**config.mk**
```make
export PLATFORM = sky130hd
export DESIGN_NAME = pmb_mgmt_port
export DESIGN_NICKNAME = d
export VERILOG_FILES = /design/src/core/pmb_pkg.sv /design/src/core/pmb_sync.sv /design/src/core/pmb_mgmt_port.sv
export SDC_FILE = /design/constraint.sdc
export NUM_CORES = 1
export LEC_CHECK = 0
export BUFFER_PORTS_ARGS = -buffer_cell sky130_fd_sc_hd__buf_2
export CAP_MARGIN = 20
export CORE_ASPECT_RATIO = 0.7
export CORE_MARGIN = 3
export CORE_UTILIZATION = 45
export CTS_BUF_LIST = sky130_fd_sc_hd__clkbuf_8
export CTS_CLUSTER_DIAMETER = 60
export DETAILED_ROUTE_END_ITERATION = 8
export HOLD_SLACK_MARGIN = 0.1
export PLACE_DENSITY = 0.76
export SLEW_MARGIN = 40
export SYNTH_ARGS = -nofsm -noshare
export SYNTH_HDL_FRONTEND = slang
export SYNTH_HIERARCHICAL = 1
export SYNTH_SLANG_ARGS = --single-unit
export TNS_END_PERCENT = 10
```
**constraint.sdc**
```tcl
create_clock -name i_core_clk -period 2.7 [get_ports i_core_clk]
set_input_delay 0.27 -clock i_core_clk [delete_from_list [all_inputs] [get_ports i_core_clk]]
set_output_delay 0.27 -clock i_core_clk [all_outputs]
set_load 0.05 [all_outputs]
```
**src/core/pmb_pkg.sv**
```systemverilog
// Purpose: Shared constants and types of the management port block.
// Assumes: One 8-bit control register on the documented register port.
// Notes:   Field positions follow the control register layout.
package pmb_pkg;

   // ----------------------------------------
   // Register map
   // ----------------------------------------
   localparam logic [7:0] CTRL_OFFSET = 8'h76;
   localparam logic [7:0] CTRL_RESET  = 8'h00;
   localparam int         CTRL_W      = 8;

   // ----------------------------------------
   // Field positions
   // ----------------------------------------
   localparam int BIT_CLK      = 0;
   localparam int BIT_DATA     = 1;
   localparam int BIT_OE       = 2;
   localparam int BIT_DPX_POL  = 3;
   localparam int BIT_DPX_ST   = 4;
   localparam int BIT_LNK_POL  = 5;
   localparam int BIT_RATE_LO  = 6;
   localparam int BIT_RATE_HI  = 7;

   // Bits software may change; the rest are status.
   localparam logic [7:0] CTRL_WMASK = 8'h2F;

   // ----------------------------------------
   // Link rate codes
   // ----------------------------------------
   typedef enum logic [1:0] {
      RATE_DOWN  = 2'b00,
      RATE_10    = 2'b01,
      RATE_100   = 2'b10,
      RATE_1000  = 2'b11
   } pmb_rate_t;

   // ----------------------------------------
   // Indication pins as one group
   // ----------------------------------------
   typedef struct packed {
      logic duplex;
      logic link_10;
      logic link_100;
      logic link_1000;
   } pmb_ind_t;

   localparam int IND_W = 4;
   localparam logic [3:0] IND_RESET = 4'hF;

   // ----------------------------------------
   // Synchroniser depth
   // ----------------------------------------
   localparam int SYNC_STAGES = 2;

endpackage

```
**src/core/pmb_sync.sv**
```systemverilog
// Purpose: Two-flop synchroniser for a bus of level signals.
// Assumes: Each bit is a slow level; no bus coherence is needed.
// Notes:   The first stage feeds only the second stage.
module pmb_sync #(
   parameter int            WIDTH = 1,
   parameter logic [WIDTH-1:0] RST_VAL = '0
) (
   input  wire logic             i_core_clk,
   input  wire logic             i_rstn,
   input  wire logic [WIDTH-1:0] i_async,
   output logic      [WIDTH-1:0] o_sync
);

   logic [WIDTH-1:0] meta_r;

   // ----------------------------------------
   // Two sampling stages
   // ----------------------------------------
   always_ff @(posedge i_core_clk or negedge i_rstn) begin
      if (!i_rstn) begin
         meta_r <= RST_VAL;
         o_sync <= RST_VAL;
      end else begin
         meta_r <= i_async;
         o_sync <= meta_r;
      end
   end

endmodule

```
**src/core/pmb_mgmt_port.sv**
```systemverilog
// Purpose: Bit-banged two-wire management port with PHY status sensing.
// Assumes: Software toggles the clock and data through the control register.
// Notes:   No serial sequencing here; waveform timing belongs to software.
//
// What this block does
// - Clock line follows control bit 0 directly.
// - Output enabled drives data line from bit 1.
// - Output disabled releases line; bit 1 reads line.
// - Control bit 2 is the data output enable.
// - Duplex polarity 0 makes duplex pin active low.
// - Bit 4 reads 1 when PHY is full duplex.
// - Link polarity 0 makes link pins active low.
// - Bits 7:6 give live link rate code.
// - One port serves external PHY and internal PCS.
module pmb_mgmt_port (
   input  wire logic       i_core_clk,
   input  wire logic       i_rstn,
   // Register port.
   input  wire logic [7:0] i_reg_addr,
   input  wire logic       i_reg_wr,
   input  wire logic       i_reg_rd,
   input  wire logic [7:0] i_reg_wdata,
   output logic      [7:0] o_reg_rdata,
   output logic            o_reg_rvalid,
   // External management pins.
   output logic            o_mdc,
   input  wire logic       i_mdio_in,
   output logic            o_mdio_out,
   output logic            o_mdio_oe,
   // Internal PCS management side.
   output logic            o_pcs_mdc,
   output logic            o_pcs_mdio,
   input  wire logic       i_pcs_mdio_out,
   input  wire logic       i_pcs_mdio_oe,
   // PHY indication pins.
   input  wire logic       i_duplex_indication_pin,
   input  wire logic       i_link_10_indication_pin,
   input  wire logic       i_link_100_indication_pin,
   input  wire logic       i_link_1000_indication_pin,
   // Live status for the MAC.
   output logic            o_duplex_full,
   output logic      [1:0] o_link_rate
);

   // ----------------------------------------
   // Declarations
   // ----------------------------------------
   logic [7:0]         ctrl_r;
   logic [7:0]         ctrl_nxt;
   logic               mdio_ext_s;
   pmb_pkg::pmb_ind_t  ind_raw;
   pmb_pkg::pmb_ind_t  ind_s;
   pmb_pkg::pmb_ind_t  ind_act;
   logic               mdio_line;
   logic               dpx_r;
   logic [1:0]         rate_r;
   pmb_pkg::pmb_rate_t rate_nxt;
   logic               sel;
   logic [7:0]         rd_val;

   // ----------------------------------------
   // Address decode
   // ----------------------------------------
   assign sel = (i_reg_addr == pmb_pkg::CTRL_OFFSET);

   // ----------------------------------------
   // Input synchronisers
   // ----------------------------------------
   assign ind_raw = '{duplex:    i_duplex_indication_pin,
                      link_10:   i_link_10_indication_pin,
                      link_100:  i_link_100_indication_pin,
                      link_1000: i_link_1000_indication_pin};

   pmb_sync #(
      .WIDTH   (pmb_pkg::IND_W),
      .RST_VAL (pmb_pkg::IND_RESET)
   ) u_sync_ind (
      .i_core_clk (i_core_clk),
      .i_rstn     (i_rstn),
      .i_async    (ind_raw),
      .o_sync     (ind_s)
   );

   pmb_sync #(
      .WIDTH   (1),
      .RST_VAL (1'b1)
   ) u_sync_mdio (
      .i_core_clk (i_core_clk),
      .i_rstn     (i_rstn),
      .i_async    (i_mdio_in),
      .o_sync     (mdio_ext_s)
   );

   // ----------------------------------------
   // Shared data line seen by the port
   // ----------------------------------------
   // The PCS answers on the same line as an external PHY.
   always_comb begin
      if (i_pcs_mdio_oe) begin
         mdio_line = i_pcs_mdio_out;
      end else begin
         mdio_line = mdio_ext_s;
      end
   end

   // ----------------------------------------
   // Control register
   // ----------------------------------------
   always_comb begin
      ctrl_nxt = ctrl_r;
      if (i_reg_wr && sel) begin
         ctrl_nxt = (i_reg_wdata & pmb_pkg::CTRL_WMASK)
                  | (ctrl_r & ~pmb_pkg::CTRL_WMASK);
      end
   end

   always_ff @(posedge i_core_clk or negedge i_rstn) begin
      if (!i_rstn) begin
         ctrl_r <= pmb_pkg::CTRL_RESET;
      end else begin
         ctrl_r <= ctrl_nxt;
      end
   end

   // ----------------------------------------
   // Pin drive
   // ----------------------------------------
   always_ff @(posedge i_core_clk or negedge i_rstn) begin
      if (!i_rstn) begin
         o_mdc      <= 1'b0;
         o_pcs_mdc  <= 1'b0;
         o_mdio_out <= 1'b0;
         o_mdio_oe  <= 1'b0;
         o_pcs_mdio <= 1'b1;
      end else begin
         o_mdc      <= ctrl_nxt[pmb_pkg::BIT_CLK];
         o_pcs_mdc  <= ctrl_nxt[pmb_pkg::BIT_CLK];
         o_mdio_out <= ctrl_nxt[pmb_pkg::BIT_DATA];
         o_mdio_oe  <= ctrl_nxt[pmb_pkg::BIT_OE];
         if (ctrl_nxt[pmb_pkg::BIT_OE]) begin
            o_pcs_mdio <= ctrl_nxt[pmb_pkg::BIT_DATA];
         end else begin
            o_pcs_mdio <= mdio_ext_s;
         end
      end
   end

   // ----------------------------------------
   // Indication polarity
   // ----------------------------------------
   always_comb begin
      ind_act.duplex = ctrl_r[pmb_pkg::BIT_DPX_POL] ?
                       ind_s.duplex : ~ind_s.duplex;
      ind_act.link_10 = ctrl_r[pmb_pkg::BIT_LNK_POL] ?
                        ind_s.link_10 : ~ind_s.link_10;
      ind_act.link_100 = ctrl_r[pmb_pkg::BIT_LNK_POL] ?
                         ind_s.link_100 : ~ind_s.link_100;
      ind_act.link_1000 = ctrl_r[pmb_pkg::BIT_LNK_POL] ?
                          ind_s.link_1000 : ~ind_s.link_1000;
   end

   // ----------------------------------------
   // Link rate decode, fastest indication wins
   // ----------------------------------------
   always_comb begin
      if (ind_act.link_1000) begin
         rate_nxt = pmb_pkg::RATE_1000;
      end else if (ind_act.link_100) begin
         rate_nxt = pmb_pkg::RATE_100;
      end else if (ind_act.link_10) begin
         rate_nxt = pmb_pkg::RATE_10;
      end else begin
         rate_nxt = pmb_pkg::RATE_DOWN;
      end
   end

   always_ff @(posedge i_core_clk or negedge i_rstn) begin
      if (!i_rstn) begin
         dpx_r         <= 1'b0;
         rate_r        <= pmb_pkg::RATE_DOWN;
         o_duplex_full <= 1'b0;
         o_link_rate   <= pmb_pkg::RATE_DOWN;
      end else begin
         dpx_r         <= ind_act.duplex;
         rate_r        <= rate_nxt;
         o_duplex_full <= ind_act.duplex;
         o_link_rate   <= rate_nxt;
      end
   end

   // ----------------------------------------
   // Read path
   // ----------------------------------------
   always_comb begin
      rd_val = ctrl_r & pmb_pkg::CTRL_WMASK;
      if (!ctrl_r[pmb_pkg::BIT_OE]) begin
         rd_val[pmb_pkg::BIT_DATA] = mdio_line;
      end
      rd_val[pmb_pkg::BIT_DPX_ST]  = dpx_r;
      rd_val[pmb_pkg::BIT_RATE_LO] = rate_r[0];
      rd_val[pmb_pkg::BIT_RATE_HI] = rate_r[1];
   end

   always_ff @(posedge i_core_clk or negedge i_rstn) begin
      if (!i_rstn) begin
         o_reg_rdata  <= 8'h00;
         o_reg_rvalid <= 1'b0;
      end else begin
         o_reg_rvalid <= i_reg_rd;
         if (i_reg_rd) begin
            o_reg_rdata <= sel ? rd_val : 8'h00;
         end
      end
   end

endmodule

```
==> results by group, run 1 <==
Worst setup path
  • CP required: 2430 ps
  • Critical Path Fanout Max: 1
  • Slowest stage delay, CP: 520 ps
  • CP endpoint kind: primary output
  • Buf/Inv on CP: 1
  • Startpoint class of the critical path: flip-flop
  • CP arrival: 1040 ps
  • Crit Path Class: reg2out
  • Crit path cell chain: buf_2
  • Max stage delay cell, worst path: dfstp_2
  • Largest delay share family, worst path: flip-flops

Clock network
  • Total CTS buffers: 3
  • Clock buffer depth: 2
  • Worst-path clk slew: 90 ps
  • Clock root cell: clkbuf_8
  • Htree depth: 1
  • Post-cts resize count: 0
  • Clock sink total: 28
  • Clock Latency Late Sink: 270 ps
  • Post-CTS Setup Repair Bufs: 0
  • TritonCTS clock tree: built

Power and ir drop
  • Largest vdd supply drop: 0.0004450 V
  • Static Leak: 0.6783 nW
  • PnR Total Power: 753.1 uW
  • Clock Power Share: 0.285
  • P per Cell Area: 568.9 nW/um^2
  • Switching share of power: 0.2343
  • Reg power frac: 0.600
  • Comb pwr share: 0.115
  • Sw power: 176.5 uW
  • Power Internal: 576.6 uW

GRT
  • Global Route met3 Usage: 0.04975
  • Initial antenna violation count: 0
  • Global Route Usage Sum: 0.1392
  • GR Util met2: 0.2436
  • First-pass GRT wire length: 2856 microns
  • Vias in the first global route: 620
  • Largest net degree at the start of global routing: 29
  • GR Overflow Total: 0
  • Met1 GRT Util: 0.1580
  • Grt peak-use layer: met2

Yosys
  • Leading area contributor after synthesis: dfrtp_1
  • Avg Inst Size Synth: 16.02 sq um
  • Synth top area share: 0.4282
  • Synth area leaders: dfrtp_1 (43%), dfstp_2 (29%), a22o_1 (7.1%)
  • Cell area after synthesis: 993.5 sq um
  • Distinct cells, synth: 24
  • Synth Instances: 62
  • Post-synthesis sequential area ratio: 0.7191
  • Post-synth net total: 89
  • FF+latch count, synth: 28
  • Synth Warn #: 6

Drt
  • Antenna Violating Nets Remaining: 0
  • DRT iter0 DRCs: 15
  • Final WL: 1754 microns
  • DR pass1 iterations: 3
  • Vias per std cell: 4.593
  • Residual DRC count: 0
  • Routed len/inst: 12.53 microns
  • Via count: 643

Outcome
  • Result of the run: finished, final reports clean

Place
  • DP Worst Slack: 1341 ps
  • Port bufs: 40
  • Dpl hpwl: 1353 microns
  • Gpl congestion: 0.6963

Cells and area
  • Layout Area Growth over Synthesis: 33.25%
  • Layout cells sized above 1: 0.5455
  • N_diodes: 0
  • Multi-input logic area: 259.0 sq um
  • Final net count: 138
  • Register area: 714.4 sq um
  • Fillers: 159

STA
  • Max Slew Vio Count: 0
  • Slew margin rel.: 0.6178
  • Endpoints failing setup: 0
  • Setup TNS Final: 0 ps
  • Clk_skew: 6.299 ps
  • Hold Fails Final Rpt: 0
  • Final Hold Slack: 132.1 ps
  • Fin crit share: 0.4856
  • Worst slew pin tran: 573.3 ps
  • Fin crit period: 1311 ps
  • RSZ-0062 raised after global routing: false
  • Max Freq: 762.7 MHz
  • Setup ws final: 1389 ps

Worst hold path
  • Hold Crit Class: in2reg

Die
  • Die span in y: 45.31 microns
  • Initial Utilization: 0.5048
  • Die Wd: 62.16 microns
  • FP Rows: 13
  • Core area: 1968 sq um
  • Num ports: 44
  • Die ar.: 2816 sq um

Run
  • # Max-Cap Violations: 0
-- synthesized netlist by cell type --
cell type  number
nand3b_1        1
a22o_1          8
buf_4           1
o221a_1         1
nor2_1          1
nand4_1         1
o21ai_0         2
a21oi_1         1
buf_2           1
and4b_1         1
a21boi_0        1
a21bo_1         1
xnor2_1         1
and3_1          1
nor2b_1         1
inv_1           2
dfrtp_1        17
a22oi_1         1
dfstp_2        11
mux2_2          4
and4bb_2        1
nand2_1         1
mux2i_1         1
nand3_4         1
-- power groups by stage --
stage          registers (mW)  clock network [mW]  logic (mW)
2_1_floorplan           0.485                   0      0.0186
3_3_place_gp            0.459                   0      0.0788
3_5_place_dp            0.460                   0      0.0809
4_1_cts                 0.452               0.222      0.0873
5_1_grt                 0.454               0.239      0.0936
6_report                0.452               0.215      0.0865
-- layout make-up --
| cell class | count | area share |
|---|---|---|
| Timing Repair Buffer | 46 | 0.1966 |
| Clock buffer | 3 | 0.03119 |
| Tap cell | 30 | 0.02836 |
| Clock inverter | 1 | 0.002836 |
| Sequential cell | 28 | 0.5397 |
| Inverter | 2 | 0.005671 |
| Multi-Input combinational cell | 30 | 0.1957 |
-- sequential cells by signal, summed over array words and instances (netlist names) --
signal	cells
o_reg_rdata	8
ctrl_r	5
u_sync_ind/meta_r	4
u_sync_ind/o_sync	4
rate_r	2
dpx_r	1
o_pcs_mdio	1
o_reg_rvalid	1
u_sync_mdio/meta_r	1
u_sync_mdio/o_sync	1
-- repair_timing --
action / 4_1_cts / 5_1_grt
setup endpoints to repair: 0 / 0
hold endpoints to repair: 22 / 0
hold buffers: 6 / 0
-- cell usage in the layout (no fill, tap or decap), drive strengths merged --
cell type	netlist	routed
nand2	1	1
a22o	8	8
and4b	1	1
nand3b	1	1
o221a	1	1
buf	2	40
a21boi	1	1
dlygate4sd3	0	6
and3	1	1
nor2b	1	1
o21ai	2	2
and4bb	1	1
nand4	1	1
nand3	1	1
inv	2	2
clkbuf	0	3
a22oi	1	1
xnor2	1	1
a21oi	1	1
dfrtp	17	17
mux2	4	4
a21bo	1	1
mux2i	1	1
clkinv	0	1
dfstp	11	11
nor2	1	1
-- stage by stage --
| stage | instances | area, sq um | util |
|---|---|---|---|
| after CTS | 140 | 1324 | 0.6726 |
| after floorplan | 62 | 993.5 | - |
| after detailed placement | 130 | 1219 | 0.6192 |
| after global routing | 140 | 1324 | 0.6726 |
| final | 140 | 1324 | 0.6726 |
| after global placement | 130 | 1219 | 0.6192 |
-- metal layers --
| layer | share of wire | routed length (microns) |
|---|---|---|
| met1 | 0.42 | 739 |
| met2 | 0.50 | 879 |
| met3 | 0.055 | 97 |
| met4 | 0.021 | 37 |
| met5 | 0 | 0 |
-- worst paths after layout --
check / slack (ps) / end / cells after the start / start
worst max register to register: 1650 / rate_r[0]$_DFF_PN0_ / 3 / u_sync_ind/o_sync[0]$_DFF_PN1_
worst min-delay path: 130 / o_reg_rvalid$_DFF_PN0_ / 1 / i_reg_rd
worst max-delay path: 1390 / o_pcs_mdio / 1 / o_pcs_mdio$_DFF_PN1_
worst min register to register: 360 / u_sync_ind/o_sync[2]$_DFF_PN1_ / 0 / u_sync_ind/meta_r[2]$_DFF_PN1_
min in group asynchronous: 530 / rate_r[0]$_DFF_PN0_ / 2 / i_rstn
max in group asynchronous: 1790 / u_sync_mdio/o_sync$_DFF_PN1_ / 2 / i_rstn
-- logic make-up (layout without fill, tap and decap cells) --
family                 after synthesis  in the layout  share of synthesized area
AO/OA/AOI/OAI                       15             15                     0.1222
AND/OR/NAND/NOR                      9              9                    0.07432
flip-flops                          28             28                     0.7191
multiplexers                         5              5                    0.05541
buffers and inverters                4             52                    0.02015
XOR/XNOR                             1              1                   0.008818
No activity file was read; power rests on OpenSTA's default activity.
==> run 2: changes to the inputs <==
--- a/config.mk
+++ b/config.mk
@@ -9,7 +9,7 @@
 export CAP_MARGIN = 20
 export CORE_ASPECT_RATIO = 0.7
 export CORE_MARGIN = 3
-export CORE_UTILIZATION = 45
+export CORE_UTILIZATION = 43
 export CTS_BUF_LIST = sky130_fd_sc_hd__clkbuf_8
 export CTS_CLUSTER_DIAMETER = 60
 export DETAILED_ROUTE_END_ITERATION = 8
==> constraint.sdc (replaced) <==
create_clock -name i_core_clk -period 1.17 [get_ports i_core_clk]
set_input_delay 0.117 -clock i_core_clk [delete_from_list [all_inputs] [get_ports i_core_clk]]
set_output_delay 0.117 -clock i_core_clk [all_outputs]
set_load 0.05 [all_outputs]
==> results by group, run 2 (synthesis results as in run 1) <==
Place
  • Gpl congestion: 0.7059 (was 0.6963)
  • Placed Area: 1219 sq um (unchanged)
  • DP Worst Slack: -33.70 ps (was 1341 ps)
  • Dpl hpwl: 1379 microns (was 1353 microns)
  • Port bufs: 40 (unchanged)

Run
  • # Max-Cap Violations: 0 (unchanged)

Die
  • Die span in y: 46.22 microns (was 45.31 microns)
  • Num ports: 44 (unchanged)
  • Die ar.: 2932 sq um (was 2816 sq um)
  • Core area: 2017 sq um (was 1968 sq um)
  • Initial Utilization: 0.4926 (was 0.5048)
  • Die Wd: 63.45 microns (was 62.16 microns)
  • FP Rows: 13 (unchanged)

Clock network
  • Clock sink total: 28 (unchanged)
  • Clock buffer depth: 2 (unchanged)
  • TritonCTS clock tree: built (unchanged)
  • Worst-path clk slew: 90 ps (about the same)
  • Clock root cell: clkbuf_8 (unchanged)
  • Total CTS buffers: 3 (unchanged)
  • Clock Latency Late Sink: 270 ps (about the same)
  • Htree depth: 1 (unchanged)

Drt
  • Routed len/inst: 13.23 microns (was 12.53 microns)
  • DR pass1 iterations: 4 (was 3)
  • Final WL: 1919 microns (was 1754 microns)
  • Vias per std cell: 4.655 (was 4.593)
  • Antenna Violating Nets Remaining: 0 (unchanged)
  • DRT iter0 DRCs: 27 (was 15)
  • Residual DRC count: 0 (unchanged)
  • Via count: 675 (was 643)

Worst setup path
  • Crit path cell chain: clkbuf_4 (was buf_2)
  • CP endpoint kind: primary output (unchanged)
  • Startpoint class of the critical path: flip-flop (unchanged)
  • Critical R2R Launch: u_sync_ind/o_sync[0]$_DFF_PN1_ (unchanged)
  • CP arrival: 1010 ps (was 1040 ps)
  • R2r setup slk: 80 ps (was 1650 ps)
  • CP required: 1050 ps (was 2430 ps)
  • Max stage delay cell, worst path: dfstp_2 (unchanged)
  • Crit Path Class: reg2out (unchanged)
  • Largest delay share family, worst path: flip-flops (unchanged)
  • Slowest stage delay, CP: 520 ps (about the same)
  • Buf/Inv on CP: 1 (unchanged)
  • WP depth: 1 (unchanged)
  • Critical Path Fanout Max: 1 (unchanged)
  • Worst r2r dst: rate_r[0]$_DFF_PN0_ (unchanged)
  • Worst Reg-to-Reg Cells: 3 (unchanged)

Cells and area
  • Reg with most FFs: o_reg_rdata (unchanged)
  • Layout cells sized above 1: 0.5391 (was 0.5455)
  • Multi-input logic area: 261.5 sq um (was 259.0 sq um)
  • Register area: 714.4 sq um (unchanged)
  • Final core utilization: 0.6979 (was 0.6726)
  • Commonest non-fill, non-tap cells in the layout: buf_2 (38), dfrtp_1 (17), dlygate4sd3_1 (11), dfstp_2 (11), a22o_1 (8) (was buf_2 (40), dfrtp_1 (17), dfstp_2 (11))
  • Final net count: 143 (was 138)
  • N_diodes: 0 (unchanged)
  • Fillers: 160 (was 159)
  • Final Instance Area: 1408 sq um (was 1324 sq um)
  • Max FFs per register: 8 (unchanged)
  • Most common cell after layout, fill and taps aside: buf_2 (unchanged)
  • Largest registers: o_reg_rdata (8), ctrl_r (5) (unchanged)
  • Layout Area Growth over Synthesis: 41.69% (was 33.25%)

GRT
  • Largest net degree at the start of global routing: 29 (unchanged)
  • First-pass GRT wire length: 3022 microns (was 2856 microns)
  • Vias in the first global route: 695 (was 620)
  • GR Overflow Total: 0 (unchanged)
  • Global Route Usage Sum: 0.1407 (was 0.1392)
  • Initial antenna violation count: 0 (unchanged)

STA
  • Fin crit period: 1126 ps
  • Hold Fails Final Rpt: 0 (unchanged)
  • Setup TNS Final: 0 ps (unchanged)
  • Slew margin rel.: 0.6182 (was 0.6178)
  • Max Slew Vio Count: 0 (unchanged)
  • Max Freq: 888.3 MHz
  • Endpoints failing setup: 0 (unchanged)
  • Fin crit share: 0.9622
  • RSZ-0062 raised after global routing: false (unchanged)
  • Clk_skew: 7.373 ps (was 6.299 ps)
  • Setup ws final: 44.20 ps (was 1389 ps)
  • Worst slew pin tran: 572.8 ps (was 573.3 ps)

Worst hold path
  • Hold Crit Start: i_reg_wr (was i_reg_rd)
  • Min-Delay Endpoint: ctrl_r[2]$_DFF_PN0_ (was o_reg_rvalid$_DFF_PN0_)
  • Min-Delay Path Depth: 3 (was 1)
  • Hold Crit Class: in2reg (unchanged)

Power and ir drop
  • PnR Total Power: 1.991 mW (was 753.1 uW)
  • Largest vdd supply drop: 0.0009027 V (was 0.0004450 V)
  • Static Leak: 0.7129 nW (was 0.6783 nW)
  • P per Cell Area: 1415 nW/um^2 (was 568.9 nW/um^2)

Outcome
  • Result of the run: finished, final reports clean (unchanged)
[run 2: how the worst max path moves through the flow]
stage | from | endpoint | slack, ps
global route | o_pcs_mdio$_DFF_PN1_ | o_pcs_mdio | 10
floorplan | ctrl_r[2]$_DFF_PN0_ | o_reg_rdata[1]$_DFFE_PN0P_ | 20
detailed placement | i_reg_addr[0] | o_pcs_mdio$_DFF_PN1_ | -30
global placement | i_reg_addr[0] | o_pcs_mdio$_DFF_PN1_ | -10
CTS | o_pcs_mdio$_DFF_PN1_ | o_pcs_mdio | 2
finish | o_pcs_mdio$_DFF_PN1_ | o_pcs_mdio | 40
[run 2: metrics by stage]
stage,hold WS [ps],std cells
finish,233.9,145
global route,238.7,145
CTS,222.8,145
detailed placement,153.2,130
global placement,134.3,130
floorplan,-178.6,62
[run 2: area by class of cell]
class | instances | area share
well taps | 30 | 0.02667
flip-flops and latches | 28 | 0.5076
inverters | 2 | 0.005333
repair buffers | 51 | 0.2240
clock buffers | 3 | 0.02933
multi-input cells | 30 | 0.1858
clock inverters | 1 | 0.02133
[run 2: what timing repair did]
item / 4_1_cts / 5_1_grt
setup endpoints to repair: 0 / 3
resized for setup: 0 / 3
setup buffers: 0 / 0
hold endpoints to repair: 27 / 0
hold buffers: 11 / 0
[run 2: routing by layer]
metal  part of all wire  up-vias  global-route usage
met5                  0        -                   0
met4                  0        0             0.02575
met2               0.50       26              0.2593
met3              0.073        0             0.05610
li1                   -      330                   -
met1               0.43      319              0.1601
[run 2: power by group]
part / internal (mW) / switching [mW]
combinational: 0.0883 / 0.128
clock: 0.458 / 0.273
sequential: 1.02 / 0.0230
total: 1.57 / 0.424
==> run 3: changes to the inputs <==
--- a/config.mk
+++ b/config.mk
@@ -15,6 +15,7 @@
 export DETAILED_ROUTE_END_ITERATION = 8
 export HOLD_SLACK_MARGIN = 0.1
 export PLACE_DENSITY = 0.76
+export RECOVER_POWER = 50
 export SLEW_MARGIN = 40
 export SYNTH_ARGS = -nofsm -noshare
 export SYNTH_HDL_FRONTEND = slang
==> results by group, run 3 (synthesis results as in run 1) <==
Power and ir drop
  • P per Cell Area: 1415 nW/um^2 (about the same)
  • Static Leak: 0.7098 nW (was 0.7129 nW)
  • Largest vdd supply drop: 0.0009025 V (was 0.0009027 V)

GRT
  • First-pass GRT wire length: 3022 microns (unchanged)
  • GR Overflow Total: 0 (unchanged)
  • Largest net degree at the start of global routing: 29 (unchanged)
  • Initial antenna violation count: 0 (unchanged)
  • Global Route Usage Sum: 0.1407 (unchanged)
  • Vias in the first global route: 695 (unchanged)

Worst setup path
  • Max stage delay cell, worst path: dfstp_2 (unchanged)
  • CP arrival: 1010 ps (about the same)
  • Startpoint class of the critical path: flip-flop (unchanged)
  • CP required: 1050 ps (about the same)
  • Critical Path Fanout Max: 1 (unchanged)
  • R2r setup slk: 80 ps (about the same)
  • Crit Path Class: reg2out (unchanged)
  • CP endpoint kind: primary output (unchanged)
  • Buf/Inv on CP: 1 (unchanged)
  • Largest delay share family, worst path: flip-flops (unchanged)
  • Crit path cell chain: clkbuf_4 (unchanged)
  • Slowest stage delay, CP: 520 ps (about the same)

Drt
  • Routed len/inst: 13.22 microns (was 13.23 microns)
  • Antenna Violating Nets Remaining: 0 (unchanged)
  • Residual DRC count: 0 (unchanged)
  • Via count: 676 (was 675)
  • DR pass1 iterations: 4 (unchanged)
  • Vias per std cell: 4.662 (was 4.655)
  • Final WL: 1917 microns (was 1919 microns)
  • DRT iter0 DRCs: 27 (unchanged)

Clock network
  • Clock Latency Late Sink: 270 ps (about the same)
  • Clock root cell: clkbuf_8 (unchanged)
  • Post-CTS Setup Repair Bufs: 0 (unchanged)
  • Total CTS buffers: 3 (unchanged)
  • Clock sink total: 28 (unchanged)
  • Htree depth: 1 (unchanged)
  • TritonCTS clock tree: built (unchanged)
  • Worst-path clk slew: 90 ps (about the same)
  • Clock buffer depth: 2 (unchanged)

STA
  • Fin crit share: 0.9622 (about the same)
  • Endpoints failing setup: 0 (unchanged)
  • Slew margin rel.: 0.5749 (was 0.6182)
  • Setup TNS Final: 0 ps (unchanged)
  • Worst slew pin tran: 637.6 ps (was 572.8 ps)
  • Max Slew Vio Count: 0 (unchanged)
  • Clk_skew: 7.391 ps (was 7.373 ps)
  • Fin crit period: 1126 ps (about the same)
  • RSZ-0062 raised after global routing: false (unchanged)
  • Hold Fails Final Rpt: 0 (unchanged)
  • Max Freq: 888.3 MHz (about the same)
  • Setup ws final: 44.23 ps (was 44.20 ps)

Cells and area
  • N_diodes: 0 (unchanged)
  • Final net count: 143 (unchanged)
  • Fillers: 159 (was 160)
  • Multi-input logic area: 261.5 sq um (unchanged)
  • Final Instance Area: 1406 sq um (was 1408 sq um)
  • Finished Layout Cells: 145 (unchanged)
  • Reg with most FFs: o_reg_rdata (unchanged)
  • Layout cells sized above 1: 0.5217 (was 0.5391)
  • Max FFs per register: 8 (unchanged)
  • Commonest non-fill, non-tap cells in the layout: buf_2 (36), dfrtp_1 (17), dlygate4sd3_1 (11) (was buf_2 (38), dfrtp_1 (17), dlygate4sd3_1 (11), dfstp_2 (11), a22o_1 (8))
  • Register area: 714.4 sq um (unchanged)
  • Most common cell after layout, fill and taps aside: buf_2 (unchanged)
  • Largest registers: o_reg_rdata (8), ctrl_r (5) (unchanged)
  • Layout Area Growth over Synthesis: 41.56% (was 41.69%)

Place
  • Gpl congestion: 0.7059 (unchanged)
  • Post-placement cell count: 130 (unchanged)
  • DP Worst Slack: -33.70 ps (unchanged)
  • Dpl hpwl: 1379 microns (unchanged)
  • Port bufs: 40 (unchanged)
  • Placed Area: 1219 sq um (unchanged)

Die
  • FP Rows: 13 (unchanged)
  • Num ports: 44 (unchanged)
  • Core area: 2017 sq um (unchanged)
  • Die ar.: 2932 sq um (unchanged)
  • Die span in y: 46.22 microns (unchanged)
  • Initial Utilization: 0.4926 (unchanged)
  • Die Wd: 63.45 microns (unchanged)

Outcome
  • Result of the run: finished, final reports clean (unchanged)

Run
  • # Max-Cap Violations: 0 (unchanged)

Worst hold path
  • Hold Crit Class: in2reg (unchanged)
## run 3: final timing paths
path / start / endpoint / cells past startpoint
setup / recovery: o_pcs_mdio$_DFF_PN1_ / o_pcs_mdio / 1
hold / removal: i_reg_wr / ctrl_r[2]$_DFF_PN0_ / 3
setup reg to reg: u_sync_ind/o_sync[0]$_DFF_PN1_ / rate_r[0]$_DFF_PN0_ / 3
hold reg to reg: u_sync_ind/meta_r[2]$_DFF_PN1_ / u_sync_ind/o_sync[2]$_DFF_PN1_ / 0
max in group asynchronous: i_rstn / ctrl_r[0]$_DFFE_PN0N_ / 2
min in group asynchronous: i_rstn / ctrl_r[2]$_DFF_PN0_ / 2
## run 3: layout make-up
class,instances,share of cell area
well taps,30,0.02669
inverters,2,0.005338
clock inverters,1,0.02135
clock buffers,3,0.02936
flip-flops and latches,28,0.5080
repair buffers,51,0.2233
multi-input cells,30,0.1859
## run 3: metrics by stage
stage / hold slack, ps / util / power, mW
final: 233.9 / 0.6973 / 1.990
after CTS: 222.8 / 0.6942 / 2.007
after global placement: 134.3 / 0.6042 / 1.241
after global routing: 238.7 / 0.6973 / 2.064
after detailed placement: 153.2 / 0.6042 / 1.247
after floorplan: -178.6 / - / 1.162
## run 3: power breakdown
part / switching [mW] / total (mW) / leakage (nW) / internal, mW
registers: 0.0230 / 1.04 / 0.340 / 1.02
logic: 0.128 / 0.216 / 0.334 / 0.0877
clock network: 0.273 / 0.731 / 0.0357 / 0.458
## run 3: what timing repair did
item | CTS | global route
hold buffers | 11 | 0
gates resized for setup | 0 | 3
endpoints found under the setup margin | 0 | 3
hold endpoints to repair | 27 | 0
## run 3: metal layers
layer / global-route usage / part of all wire
met1: 0.1601 / 0.43
met2: 0.2593 / 0.50
met3: 0.05610 / 0.074
met4: 0.02575 / 0
met5: 0 / 0
## run 3: tightest hold or removal path, delay by kind of cell
family | cells | cell delay [ps]
AO/OA/AOI/OAI | 1 | 140
buffers and inverters | 1 | 120
AND/OR/NAND/NOR | 1 | 90
